## config.mk

```make
export PLATFORM = sky130hd
export DESIGN_NAME = sar_ctrl_port
export DESIGN_NICKNAME = d
export VERILOG_FILES = /design/src/sar_ctrl_pkg.sv /design/src/sar_sequencer.sv /design/src/sar_ctrl_port.sv
export SDC_FILE = /design/constraint.sdc
export NUM_CORES = 1
export LEC_CHECK = 0
export BUFFER_PORTS_ARGS = -buffer_cell sky130_fd_sc_hd__buf_2
export CORE_MARGIN = 2
export CORE_UTILIZATION = 45
export CTS_CLUSTER_SIZE = 16
export DETAILED_ROUTE_END_ITERATION = 6
export PLACE_DENSITY = 0.65
export REMOVE_ABC_BUFFERS = 1
export SLEW_MARGIN = 20
export SYNTH_ARGS = -nofsm -noshare
export SYNTH_HDL_FRONTEND = slang
export SYNTH_SLANG_ARGS = --single-unit
```

## constraint.sdc

```tcl
create_clock -name ref_clk -period 7.16 [get_ports ref_clk]
set_input_delay 0.716 -clock ref_clk [delete_from_list [all_inputs] [get_ports ref_clk]]
set_output_delay 0.716 -clock ref_clk [all_outputs]
set_load 0.1 [all_outputs]
```

## src/sar_ctrl_pkg.sv

```systemverilog
// Constants shared by the converter control port and its SAR sequencer.
// Assumes a single 40 MHz system clock.
package sar_ctrl_pkg;
  // ==========================================================
  // Control byte field positions
  localparam int POWER_HI_BIT = 7;
  localparam int POWER_LO_BIT = 6;
  localparam int ACQ_SEL_BIT = 5;
  localparam int INPUT_CFG_BIT = 4;
  localparam int POLARITY_BIT = 3;
  localparam int CHAN_MSB = 2;
  // Power field codes
  localparam logic [1:0] PWR_FULL_DOWN = 2'h0;
  localparam logic [1:0] PWR_STANDBY = 2'h1;
  localparam logic [1:0] PWR_INT_CLK = 2'h2;
  localparam logic [1:0] PWR_EXT_CLK = 2'h3;
  // Reset values
  localparam logic [7:0] CTRL_RESET = 8'h00;
  localparam logic EXT_CLK_RESET = 1'b1;
  // ==========================================================
  // Timing
  localparam int CLK_HZ = 40_000_000;
  localparam int CONV_TIME_NS = 3600;
  localparam int CONV_CYCLES = 13;
  localparam int ACQ_CYCLES = 3;
  localparam int INT_DIV =
    (CONV_TIME_NS * (CLK_HZ / 1_000_000)) / (1000 * CONV_CYCLES);
  localparam int RESULT_W = 12;
endpackage : sar_ctrl_pkg

```

## src/sar_sequencer.sv

```systemverilog
// SAR bit-trial sequencer: 13 conversion-clock steps per conversion.
// Assumes comparator input is synchronous to ref_clk.
`timescale 1ns/1ps
module sar_sequencer #(
  parameter int W = sar_ctrl_pkg::RESULT_W
) (
  // Clock and reset
  input wire logic ref_clk,
  input wire logic nrst,
  // Control
  input wire logic start,
  input wire logic abort,
  input wire logic step,
  input wire logic comp_high,
  // Result
  output logic [W-1:0] trial,
  output logic done
);
  typedef struct packed {
    logic [W-1:0] sar;
    logic [3:0] cnt;
    logic busy;
    logic done;
  } seq_t;
  seq_t r;
  seq_t next_r;

  // ==========================================================
  // One trial per step; last step just flags completion
  always_comb begin
    next_r = r;
    next_r.done = 1'b0;
    // A start raised by the same write that aborts must win, or the
    // second write of host-ended acquisition would never convert
    if (start) begin
      next_r.busy = 1'b1;
      next_r.cnt = 4'h0;
      next_r.sar = {1'b1, {(W-1){1'b0}}};
    end else if (abort) begin
      next_r.busy = 1'b0;
    end else if (r.busy && step) begin
      if (r.cnt < 4'(W)) begin
        if (!comp_high) begin
          next_r.sar[4'(W-1) - r.cnt] = 1'b0;
        end
        if (r.cnt < 4'(W-1)) begin
          next_r.sar[4'(W-2) - r.cnt] = 1'b1;
        end
      end
      next_r.cnt = r.cnt + 4'h1;
      if (r.cnt == 4'(sar_ctrl_pkg::CONV_CYCLES - 1)) begin
        next_r.busy = 1'b0;
        next_r.done = 1'b1;
      end
    end
  end

  always_ff @(posedge ref_clk or negedge nrst) begin
    if (!nrst) begin
      r <= '0;
    end else begin
      r <= next_r;
    end
  end

  assign trial = r.sar;
  assign done = r.done;
endmodule : sar_sequencer

```

## src/sar_ctrl_port.sv

```systemverilog
// Host-port control logic of a 12-bit SAR converter with 8-bit bus.
// Assumes bus strobes and conv_clk_in are synchronous to ref_clk.
//
// Overview of operation
// Done output goes low when a conversion result is ready.
// Done returns high on first read or on a new control write.
// Power-down codes keep the previously requested clock mode.
// Top bits: 00 shutdown, 01 standby, 10 internal clk, 11 external.
// Bit five zero timed acquisition, one host-ended acquisition.
// Single-ended: three address bits pick positive input, common negative.
// Differential: upper bits pick pair, lowest bit one makes odd positive.
// Bit three zero bipolar, one unipolar.
// External clock mode after reset until changed.
// Internal clock paces 13 steps to about 3.6 us.
// Host external clock 100kHz to 7.6MHz, 30 to 70 percent duty.
// Chip select high ignores clock, strobes and releases the bus.
// Control byte captured from the eight data lines on write.
// Result is straight binary unipolar, two's complement bipolar.
// Host holds chip select and read low for whole read.
// High byte select zero low eight bits, one upper four bits.
// High read upper lines are zero unipolar, sign copies bipolar.
// Every conversion takes thirteen conversion-clock cycles.
// A write during conversion aborts it and starts acquisition.
// Timed acquisition ends three clocks after the write.
// Host-ended acquisition: second write with bit cleared starts conversion. Here only if bits 4:0 repeat the first write.
// Last result held stable until next conversion completes.
// Read data driven only while chip select and read are low.
`timescale 1ns/1ps
module sar_ctrl_port (
  // Clock and reset
  input wire logic ref_clk,
  input wire logic nrst,
  // Host bus
  input wire logic cs_n,
  input wire logic wr_n,
  input wire logic rd_n,
  input wire logic high_byte_select,
  input wire logic conv_clk_in,
  input wire logic [7:0] data_in,
  output logic [7:0] data_out,
  output logic data_oe_n,
  output logic conv_done_n,
  // Analog front end
  input wire logic comp_high,
  output logic [2:0] pos_sel,
  output logic neg_common,
  output logic [2:0] neg_sel,
  output logic track,
  output logic [1:0] power_mode,
  output logic unipolar,
  output logic [11:0] dac_code
);
  // ==========================================================
  // Sequencing states; the two acquisition states differ only in
  // what ends them: a step count or a second host write
  typedef enum logic [3:0] {
    ST_IDLE = 4'b0001,
    ST_ACQ = 4'b0010,
    ST_EXT_ACQ = 4'b0100,
    ST_CONV = 4'b1000
  } state_t;

  // All block state in one record, registered as a whole
  typedef struct packed {
    state_t st;
    logic [7:0] ctrl;
    logic ext_clk;
    logic wr_d;
    logic rd_d;
    logic clk_d;
    logic [1:0] acq_cnt;
    logic [7:0] div;
    logic [11:0] result;
    logic done_n;
    logic [7:0] dout;
    logic oe_n;
    logic [2:0] nsel;
    logic trk;
  } port_t;

  // Current and next state, sequencer handshake and edge strobes
  port_t r;
  port_t next_r;
  logic step;
  logic seq_start;
  logic seq_abort;
  logic seq_done;
  logic [11:0] trial;
  logic wr_rise;
  logic rd_fall;
  logic clk_fall;
  logic int_tick;

  // ==========================================================
  // Edge detectors gated by chip select. The clock history follows the
  // pin even while deselected, so selecting the part with the clock
  // already low is not mistaken for a falling edge.
  assign wr_rise = !cs_n && wr_n && !r.wr_d;
  assign rd_fall = !cs_n && !rd_n && r.rd_d;
  assign clk_fall = !cs_n && !conv_clk_in && r.clk_d;
  assign int_tick = r.div == 8'(sar_ctrl_pkg::INT_DIV - 1);
  // External clock is ignored in internal mode; divider paces it instead
  assign step = r.ext_clk ? clk_fall : int_tick;
  assign seq_abort = wr_rise;

  // Bit-trial engine; its done pulse lasts one cycle, so the state
  // machine must be in conversion to catch it
  sar_sequencer #(.W(sar_ctrl_pkg::RESULT_W)) u_seq (
    .ref_clk(ref_clk),
    .nrst(nrst),
    .start(seq_start),
    .abort(seq_abort),
    .step(step),
    .comp_high(comp_high),
    .trial(trial),
    .done(seq_done)
  );

  // ==========================================================
  // Control sequencing, result hold and bus drive
  always_comb begin
    next_r = r;
    seq_start = 1'b0;
    next_r.wr_d = cs_n ? 1'b1 : wr_n;
    next_r.rd_d = cs_n ? 1'b1 : rd_n;
    next_r.clk_d = conv_clk_in;
    next_r.div = int_tick ? 8'h00 : r.div + 8'h01;
    if (wr_rise) begin
      next_r.ctrl = data_in;
      next_r.done_n = 1'b1;
      // Power-down codes leave the clock mode alone
      if (data_in[sar_ctrl_pkg::POWER_HI_BIT]) begin
        next_r.ext_clk = data_in[sar_ctrl_pkg::POWER_LO_BIT];
      end
      next_r.acq_cnt = 2'h0;
      // Second write must repeat input, polarity and channel bits;
      // only the power bits and the cleared acquisition bit may change between the two writes
      if (r.st == ST_EXT_ACQ && !data_in[sar_ctrl_pkg::ACQ_SEL_BIT] &&
          data_in[sar_ctrl_pkg::INPUT_CFG_BIT:0] ==
          r.ctrl[sar_ctrl_pkg::INPUT_CFG_BIT:0]) begin
        next_r.st = ST_CONV;
        seq_start = 1'b1;
      end else if (data_in[sar_ctrl_pkg::ACQ_SEL_BIT]) begin
        next_r.st = ST_EXT_ACQ;
      end else begin
        next_r.st = ST_ACQ;
      end
    end else begin
      case (r.st)
        ST_IDLE: begin
        end
        ST_ACQ: begin
          if (step) begin
            next_r.acq_cnt = r.acq_cnt + 2'h1;
            if (r.acq_cnt == 2'(sar_ctrl_pkg::ACQ_CYCLES - 1)) begin
              next_r.st = ST_CONV;
              seq_start = 1'b1;
            end
          end
        end
        ST_EXT_ACQ: begin
        end
        ST_CONV: begin
          if (seq_done) begin
            next_r.st = ST_IDLE;
            next_r.result = trial;
            next_r.done_n = 1'b0;
          end
        end
        default: next_r.st = ST_IDLE;
      endcase
      // A read meeting a completing conversion loses: the new result
      // must still be flagged, so the set wins
      if (rd_fall && !(r.st == ST_CONV && seq_done)) begin
        next_r.done_n = 1'b1;
      end
    end
    // Read mux: high byte carries sign or zero fill
    next_r.oe_n = !(!cs_n && !rd_n);
    if (high_byte_select) begin
      next_r.dout = {{4{r.result[11] &
                        !r.ctrl[sar_ctrl_pkg::POLARITY_BIT]}},
                     r.result[11:8]};
    end else begin
      next_r.dout = r.result[7:0];
    end
    // Mux select and track follow the next state, so these outputs come
    // from flops yet change in step with the control register
    next_r.nsel = {next_r.ctrl[2:1], ~next_r.ctrl[0]};
    next_r.trk = (next_r.st == ST_ACQ) || (next_r.st == ST_EXT_ACQ);
  end

  // ==========================================================
  // State register; reset puts the part in external clock mode with
  // the bus released and the done flag high
  always_ff @(posedge ref_clk or negedge nrst) begin
    if (!nrst) begin
      r <= '0;
      r.st <= ST_IDLE;
      r.ctrl <= sar_ctrl_pkg::CTRL_RESET;
      r.ext_clk <= sar_ctrl_pkg::EXT_CLK_RESET;
      r.wr_d <= 1'b1;
      r.rd_d <= 1'b1;
      r.clk_d <= 1'b0;
      r.done_n <= 1'b1;
      r.oe_n <= 1'b1;
      r.nsel <= {sar_ctrl_pkg::CTRL_RESET[2:1],
                 ~sar_ctrl_pkg::CTRL_RESET[0]};
    end else begin
      r <= next_r;
    end
  end

  // ==========================================================
  // Mux decode; result holds the raw SAR code for both polarities
  assign pos_sel = r.ctrl[sar_ctrl_pkg::INPUT_CFG_BIT] ? r.ctrl[2:0] :
                   r.ctrl[2:0];
  assign neg_sel = r.nsel;
  assign neg_common = r.ctrl[sar_ctrl_pkg::INPUT_CFG_BIT];
  assign track = r.trk;
  assign power_mode = r.ctrl[7:6];
  assign unipolar = r.ctrl[sar_ctrl_pkg::POLARITY_BIT];
  assign dac_code = trial;
  assign data_out = r.dout;
  assign data_oe_n = r.oe_n;
  assign conv_done_n = r.done_n;
endmodule : sar_ctrl_port

```

* Yosys cells after proc, flatten, opt, wreduce, memory -nomap -nowiden
Index checks and enable logic that the tools add are counted.
** Word-level totals
- Register bits after elaboration :: 70
- Bits of input ports :: 16
- Output and inout bits :: 33
** Operators by class
- $add $sub $neg :: 5
- Magnitude comparators :: 6
- Equal/unequal tests :: 11
- Muxes and demuxes :: 44
- Bitwise operators :: 6
- Reductions and logical operators :: 38
** Operators by type and width (count)
- 2-to-1 mux 12 bit :: 7
- 2-to-1 mux 4 bit :: 6
- 2-to-1 mux 1 bit :: 18
- 2-to-1 mux 18 bit :: 1
- 2-to-1 mux 17 bit :: 1
- 2-to-1 mux 16 bit :: 1
- 2-to-1 mux 8 bit :: 2
- logical AND 1 bit :: 13
- bitwise AND 12 bit :: 1
- NOT 12 bit :: 1
- bitwise OR 12 bit :: 1
- one-hot mux 4 bit (3 select lines) :: 1
- nonzero test 3 bit :: 4
- < comparator 4 x 5 -> 1 bit, second input constant :: 2
- AND reduction 2 bit :: 5
- adder 8 x 1 -> 8 bit, second input constant :: 1
- demux 1 bit (select 4 bit) :: 2
- == test 4 x 2 -> 1 bit, second input constant :: 2
- == test 4 x 3 -> 1 bit, second input constant :: 2
- == test 4 bit, second input constant :: 2
- == test 8 x 4 -> 1 bit, second input constant :: 1
- greater-or-equal comparator 4 x 1 -> 1 bit, second input constant :: 2
- zero test 1 bit :: 8
- < comparator 4 bit, second input constant :: 2
- 15 further kinds :: 24

* Depth between registers and ports, before layout
- Word-level depth :: 18
- Gate-level depth with buffers :: 7
- Mapped depth without buffers :: 7

* Cells and area by module
From an unflattened synthesis, not the netlist that was laid out.
** Unflattened totals
- Cell total of the unflattened synthesis :: 313
- Area total of the unflattened synthesis :: 3433.3 sq um
** Modules (own cells, without submodules)
- sar_ctrl_port :: instances 1, cells each 185, area an instance 2208.4 sq um
- sar_sequencer :: instances 1, cells each 128, area an instance 1224.9 sq um

* Worst setup path before layout
No wires, ideal clock.
- Path kind :: input to register
- From :: input cs_n
- To :: register u_seq.r[2] in the netlist's numbering
- Data arrival time :: 2.202 ns
- Required time :: 7.039 ns
- Setup slack :: 4.837 ns
- Stages :: 6
- Buffers on the path :: 2
- Path through :: or3b_2 -> clkbuf_1 -> nor4_1 -> a41o_1 -> buf_2 -> nor2_1
** On the way
- Longest elaborated chain between the ends :: 9
** RTL lines
- from (decl) :: RTL line sar_ctrl_port.sv:34 : input wire logic cs_n,
- zero test 1 bit * :: RTL line sar_ctrl_port.sv:98, sar_ctrl_port.sv:100
- logical AND 1 bit (2 in a row) :: RTL line sar_ctrl_port.sv:100 : assign clk_fall = !cs_n && !conv_clk_in && r.clk_d;
- 2-to-1 mux 1 bit :: RTL line sar_ctrl_port.sv:103 : assign step = r.ext_clk ? clk_fall : int_tick;
- 2-to-1 mux 1 bit :: RTL line sar_ctrl_port.sv:153 : if (step) begin
- 2-to-1 mux 1 bit :: RTL line sar_ctrl_port.sv:149 : case (r.st)
- 2-to-1 mux 1 bit :: RTL line sar_ctrl_port.sv:128 : if (wr_rise) begin
- != test 2 bit (no source line) / nonzero test 2 bit (equally long branches)
- AND reduction 2 bit (no source line)
- to (signal assigned) :: RTL line sar_sequencer.sv:62 : r <= next_r;
- to (decl) :: RTL line sar_sequencer.sv:25 : seq_t r;
Every way passes the cells marked *; elsewhere a longest branch is shown, timed or not.
A chain may end at the register's enable or synchronous reset.

* Worst setup path in the final report
- From :: register r[26] in the netlist's numbering
- To :: register u_seq.r (netlist bit u_seq.trial[4])
** On the way
- Longest elaborated chain between the ends :: 7
** RTL lines
- from (decl) :: RTL line sar_ctrl_port.sv:82 : port_t r;
- from (signal assigned) :: RTL line sar_ctrl_port.sv:210 : r <= next_r;
- == test 8 x 4 -> 1 bit * :: RTL line sar_ctrl_port.sv:101 : assign int_tick = r.div == 8'(sar_ctrl_pkg::INT_DIV - 1);
- 2-to-1 mux 1 bit * :: RTL line sar_ctrl_port.sv:103
- 2-to-1 mux 1 bit :: RTL line sar_ctrl_port.sv:153
- 2-to-1 mux 1 bit :: RTL line sar_ctrl_port.sv:149
- 2-to-1 mux 1 bit :: RTL line sar_ctrl_port.sv:128
- != test 2 bit (no source line) / nonzero test 2 bit (equally long branches)
- AND reduction 3 bit (no source line)
Marked as above.

==> flow_summary.toml <==
[critical_path]
max_stage_delay_ns = 0.52
start_kind = "register"
crit_arrival_ns = 2.78
crit_chain = "inv_1 -> ha_1 -> or4b_4 -> o41ai_4 -> nand2_2 -> o41ai_1 -> a211oi_1"
crit_family = "compound AO/OA/AOI/OAI gates"
crit_path_end_kind = "register"
crit_slowest_cell = "o41ai_4"
critPathRequiredTime_ns = 7.35
crit_fanout = 10
timing_worst_setup_path_type = "reg -> reg"
critPathBufInv = 1

[yosys]
synth_cells = 304
yosysWarnings = 0
synthArstFlopShare_pct = 100
yosysTopAreaCell = "dfrtp_1"
syn_avg_cell_area_um2 = 10.7
syn_area_mm2 = 0.00326
synth_cell_type_count = 48
synth_top_area_share_pct = 46.1
synth-main-ff-cell = "dfrtp_1"
ys_ff_latch = 66
synth-edff-count = 0
synth_seq_area_share_pct = 51.0
synthTopCellsByArea = "dfrtp_1 (46%), buf_4 (6.5%), mux2_2 (5.9%), dfstp_2 (4.8%), nand2_1 (4.0%)"

[global_routing]
grt_max_degree = 67
grt_pass1_wl_mm = 10.2
grt.overflow.total = 0
grt_pass1_vias = 2140
grt_usage_pct = 16.8
grt_antenna_before_repair = 0

[final_layout]
n_antenna_cell = 0
multi_input_area_mm2 = 0.00131
final_cell_area_mm2 = 0.00362
layout_common_cells = "dfrtp_1 (60), buf_2 (48), nand2_1 (35), nor2_1 (18), mux2_2 (17)"
drive_gt1_share_pct = 29.6
area_growth_pct = 11.3
nNetsFinal = 353
final-seq-area_mm2 = 0.00166
fin_util_pct = 50.8
mostFrequentLayoutCell = "dfrtp_1"
n_fill_cell = 674

[power]
pwr-share-clk_pct = 39.7
combPwrFrac_pct = 15.2
power_frac_seq_pct = 45.0
powerDensity_mw_per_mm2 = 244
p_int_w = 0.000626
p_leak_nw = 1.73
sw_frac_of_total_pct = 29.2
ir_drop_mv = 0.168
power.switching_w = 0.000258

[place]
gp_congestion = 0.857
hpwl_mm = 4.16
portBuffers = 48
placed_area_mm2 = 0.00340

[sta]
clock_skew_ns = 0.00970
rsz0062_at_grt = "false"
max_freq_mhz = 385
setup_viol = 0
tightest_slew_ns = 0.821
whs_ns = 0.480
drv_slew = 0
setup-tns-final_ns = 0
fin_crit_ns = 2.60
report.final.hold_viol_count = 0
fin_crit_sh_pct = 36.3
max_slew_margin_pct = 45.3

[route]
postRouteAntennaNets = 0
wl_met3_um = 220
via_per_inst = 5.07
wl_met1_mm = 2.83
highest_layer = "met4"
drcViolationCount = 0
wire_per_inst_um = 14.0
route.met2.wl_mm = 2.96
drt_wl_total_mm = 6.08
drt_first_pass_iters = 4
dr.first_iter.drc_count = 103
vias = 2201

[floorplan]
die_x_um = 89.1
core_mm2 = 0.00714
row_count = 31
io_pins = 49
initial_core_util_pct = 45.6
die_h_um = 89.1
die_area_mm2 = 0.00793

[cts]
cts.path.max_buffers = 2
cts.clk_slew.worst_paths_ns = 0.07
cts_setup_buffers = 0
clock_sinks = 66
cts_buffers = 9
cts_tree = "yes"
cts_root_buf = "clkbuf_8"
htree_levels = 3
ctsHoldBuffers = 0
insertion_delay_ns = 0.34
ctsResizeCount = 0

[job]
cap_violations = 0

[hold_path]
hold_class = "reg -> reg"

[run_status]
status = "finished clean"
## routing by layer
layer / vias up / track usage [%]
met1: 1089 / 21.8
li1: 1070 / -
met4: 0 / 5.70
met2: 34 / 27.6
met5: - / 0
met3: 8 / 4.43
## worst paths after layout
kind	startpoint	slack (ns)	end	cells past startpoint
worst min register to register	power_mode[0]	0.48	power_mode[0]	2
min in group asynchronous	nrst	0.54	pos_sel[0]	2
worst max register to register	r[26]	4.56	u_seq.trial[4]	7
max in group asynchronous	nrst	6.06	r[20]	2
worst min-delay path	power_mode[0]	0.48	power_mode[0]	2
worst max-delay path	r[26]	4.56	u_seq.trial[4]	7
## stage by stage
stage               setup slack (ns)  power [W]  instances
finish                          4.56   0.000885        434
global route                    4.42   0.000919        434
CTS                             4.57   0.000893        434
detailed placement              4.41   0.000541        418
global placement                4.46   0.000540        418
floorplan                       4.35   0.000509        268
## registers in the layout, summed over array words and instances (netlist names), 2 cells and up
| register | cells |
|---|---|
| data_out | 8 |
| power_mode | 2 |
| u_seq.trial | 12 |
| u_seq.r | 5 |
| neg_sel | 2 |
| pos_sel | 2 |
| r | 29 |
## cells by family after synthesis
kind of cell,after synthesis,synth area share [%]
multiplexers,19,6.49
XOR/XNOR,16,4.30
buffers and inverters,48,8.80
AO/OA/AOI/OAI,46,10.4
flip-flops,66,51.0
adder cells (fa/ha/maj),7,2.69
AND/OR/NAND/NOR,102,16.3
## synth_stat cells (2+ instances only)
master / count
and2_1: 3
o31ai_1: 9
or3b_2: 2
nor3_1: 3
nand2_1: 35
buf_4: 28
a211oi_1: 5
o41ai_1: 2
o21ai_0: 6
inv_1: 12
nor4b_1: 4
or2_2: 3
xor2_1: 2
nor2_1: 18
dfrtp_1: 60
nand4_1: 2
clkbuf_1: 7
and4_1: 2
ha_1: 7
mux2i_1: 2
xnor2_1: 14
nand2b_1: 9
dfstp_2: 6
a21oi_1: 15
mux2_2: 17
nand3_1: 9
## worst register-to-register path, stage by stage, from the launching register on
cell and delay [ns]:
dfrtp_1 0.42, inv_1 0.08, ha_1 0.15, or4b_4 0.50
o41ai_4 0.52, nand2_2 0.28, o41ai_1 0.38, a211oi_1 0.12
## cell type report
| class | count | share of cell area (%) |
|---|---|---|
| Inverter | 12 | 1.24 |
| Timing Repair Buffer | 51 | 7.25 |
| Clock inverter | 2 | 1.66 |
| Clock buffer | 14 | 4.49 |
| Sequential cell | 66 | 45.8 |
| Multi-Input combinational cell | 190 | 36.2 |
| Tap cell | 99 | 3.42 |
## power by group through the flow
| stage | clock network [W] | registers, W | logic [W] |
|---|---|---|---|
| floorplan | 0 | 0.000489 | 0.0000205 |
| global placement | 0 | 0.000405 | 0.000135 |
| detailed placement | 0 | 0.000405 | 0.000136 |
| CTS | 0.000358 | 0.000398 | 0.000136 |
| global route | 0.000377 | 0.000400 | 0.000142 |
| finish | 0.000352 | 0.000399 | 0.000135 |
No activity file was read; power rests on OpenSTA's default activity.
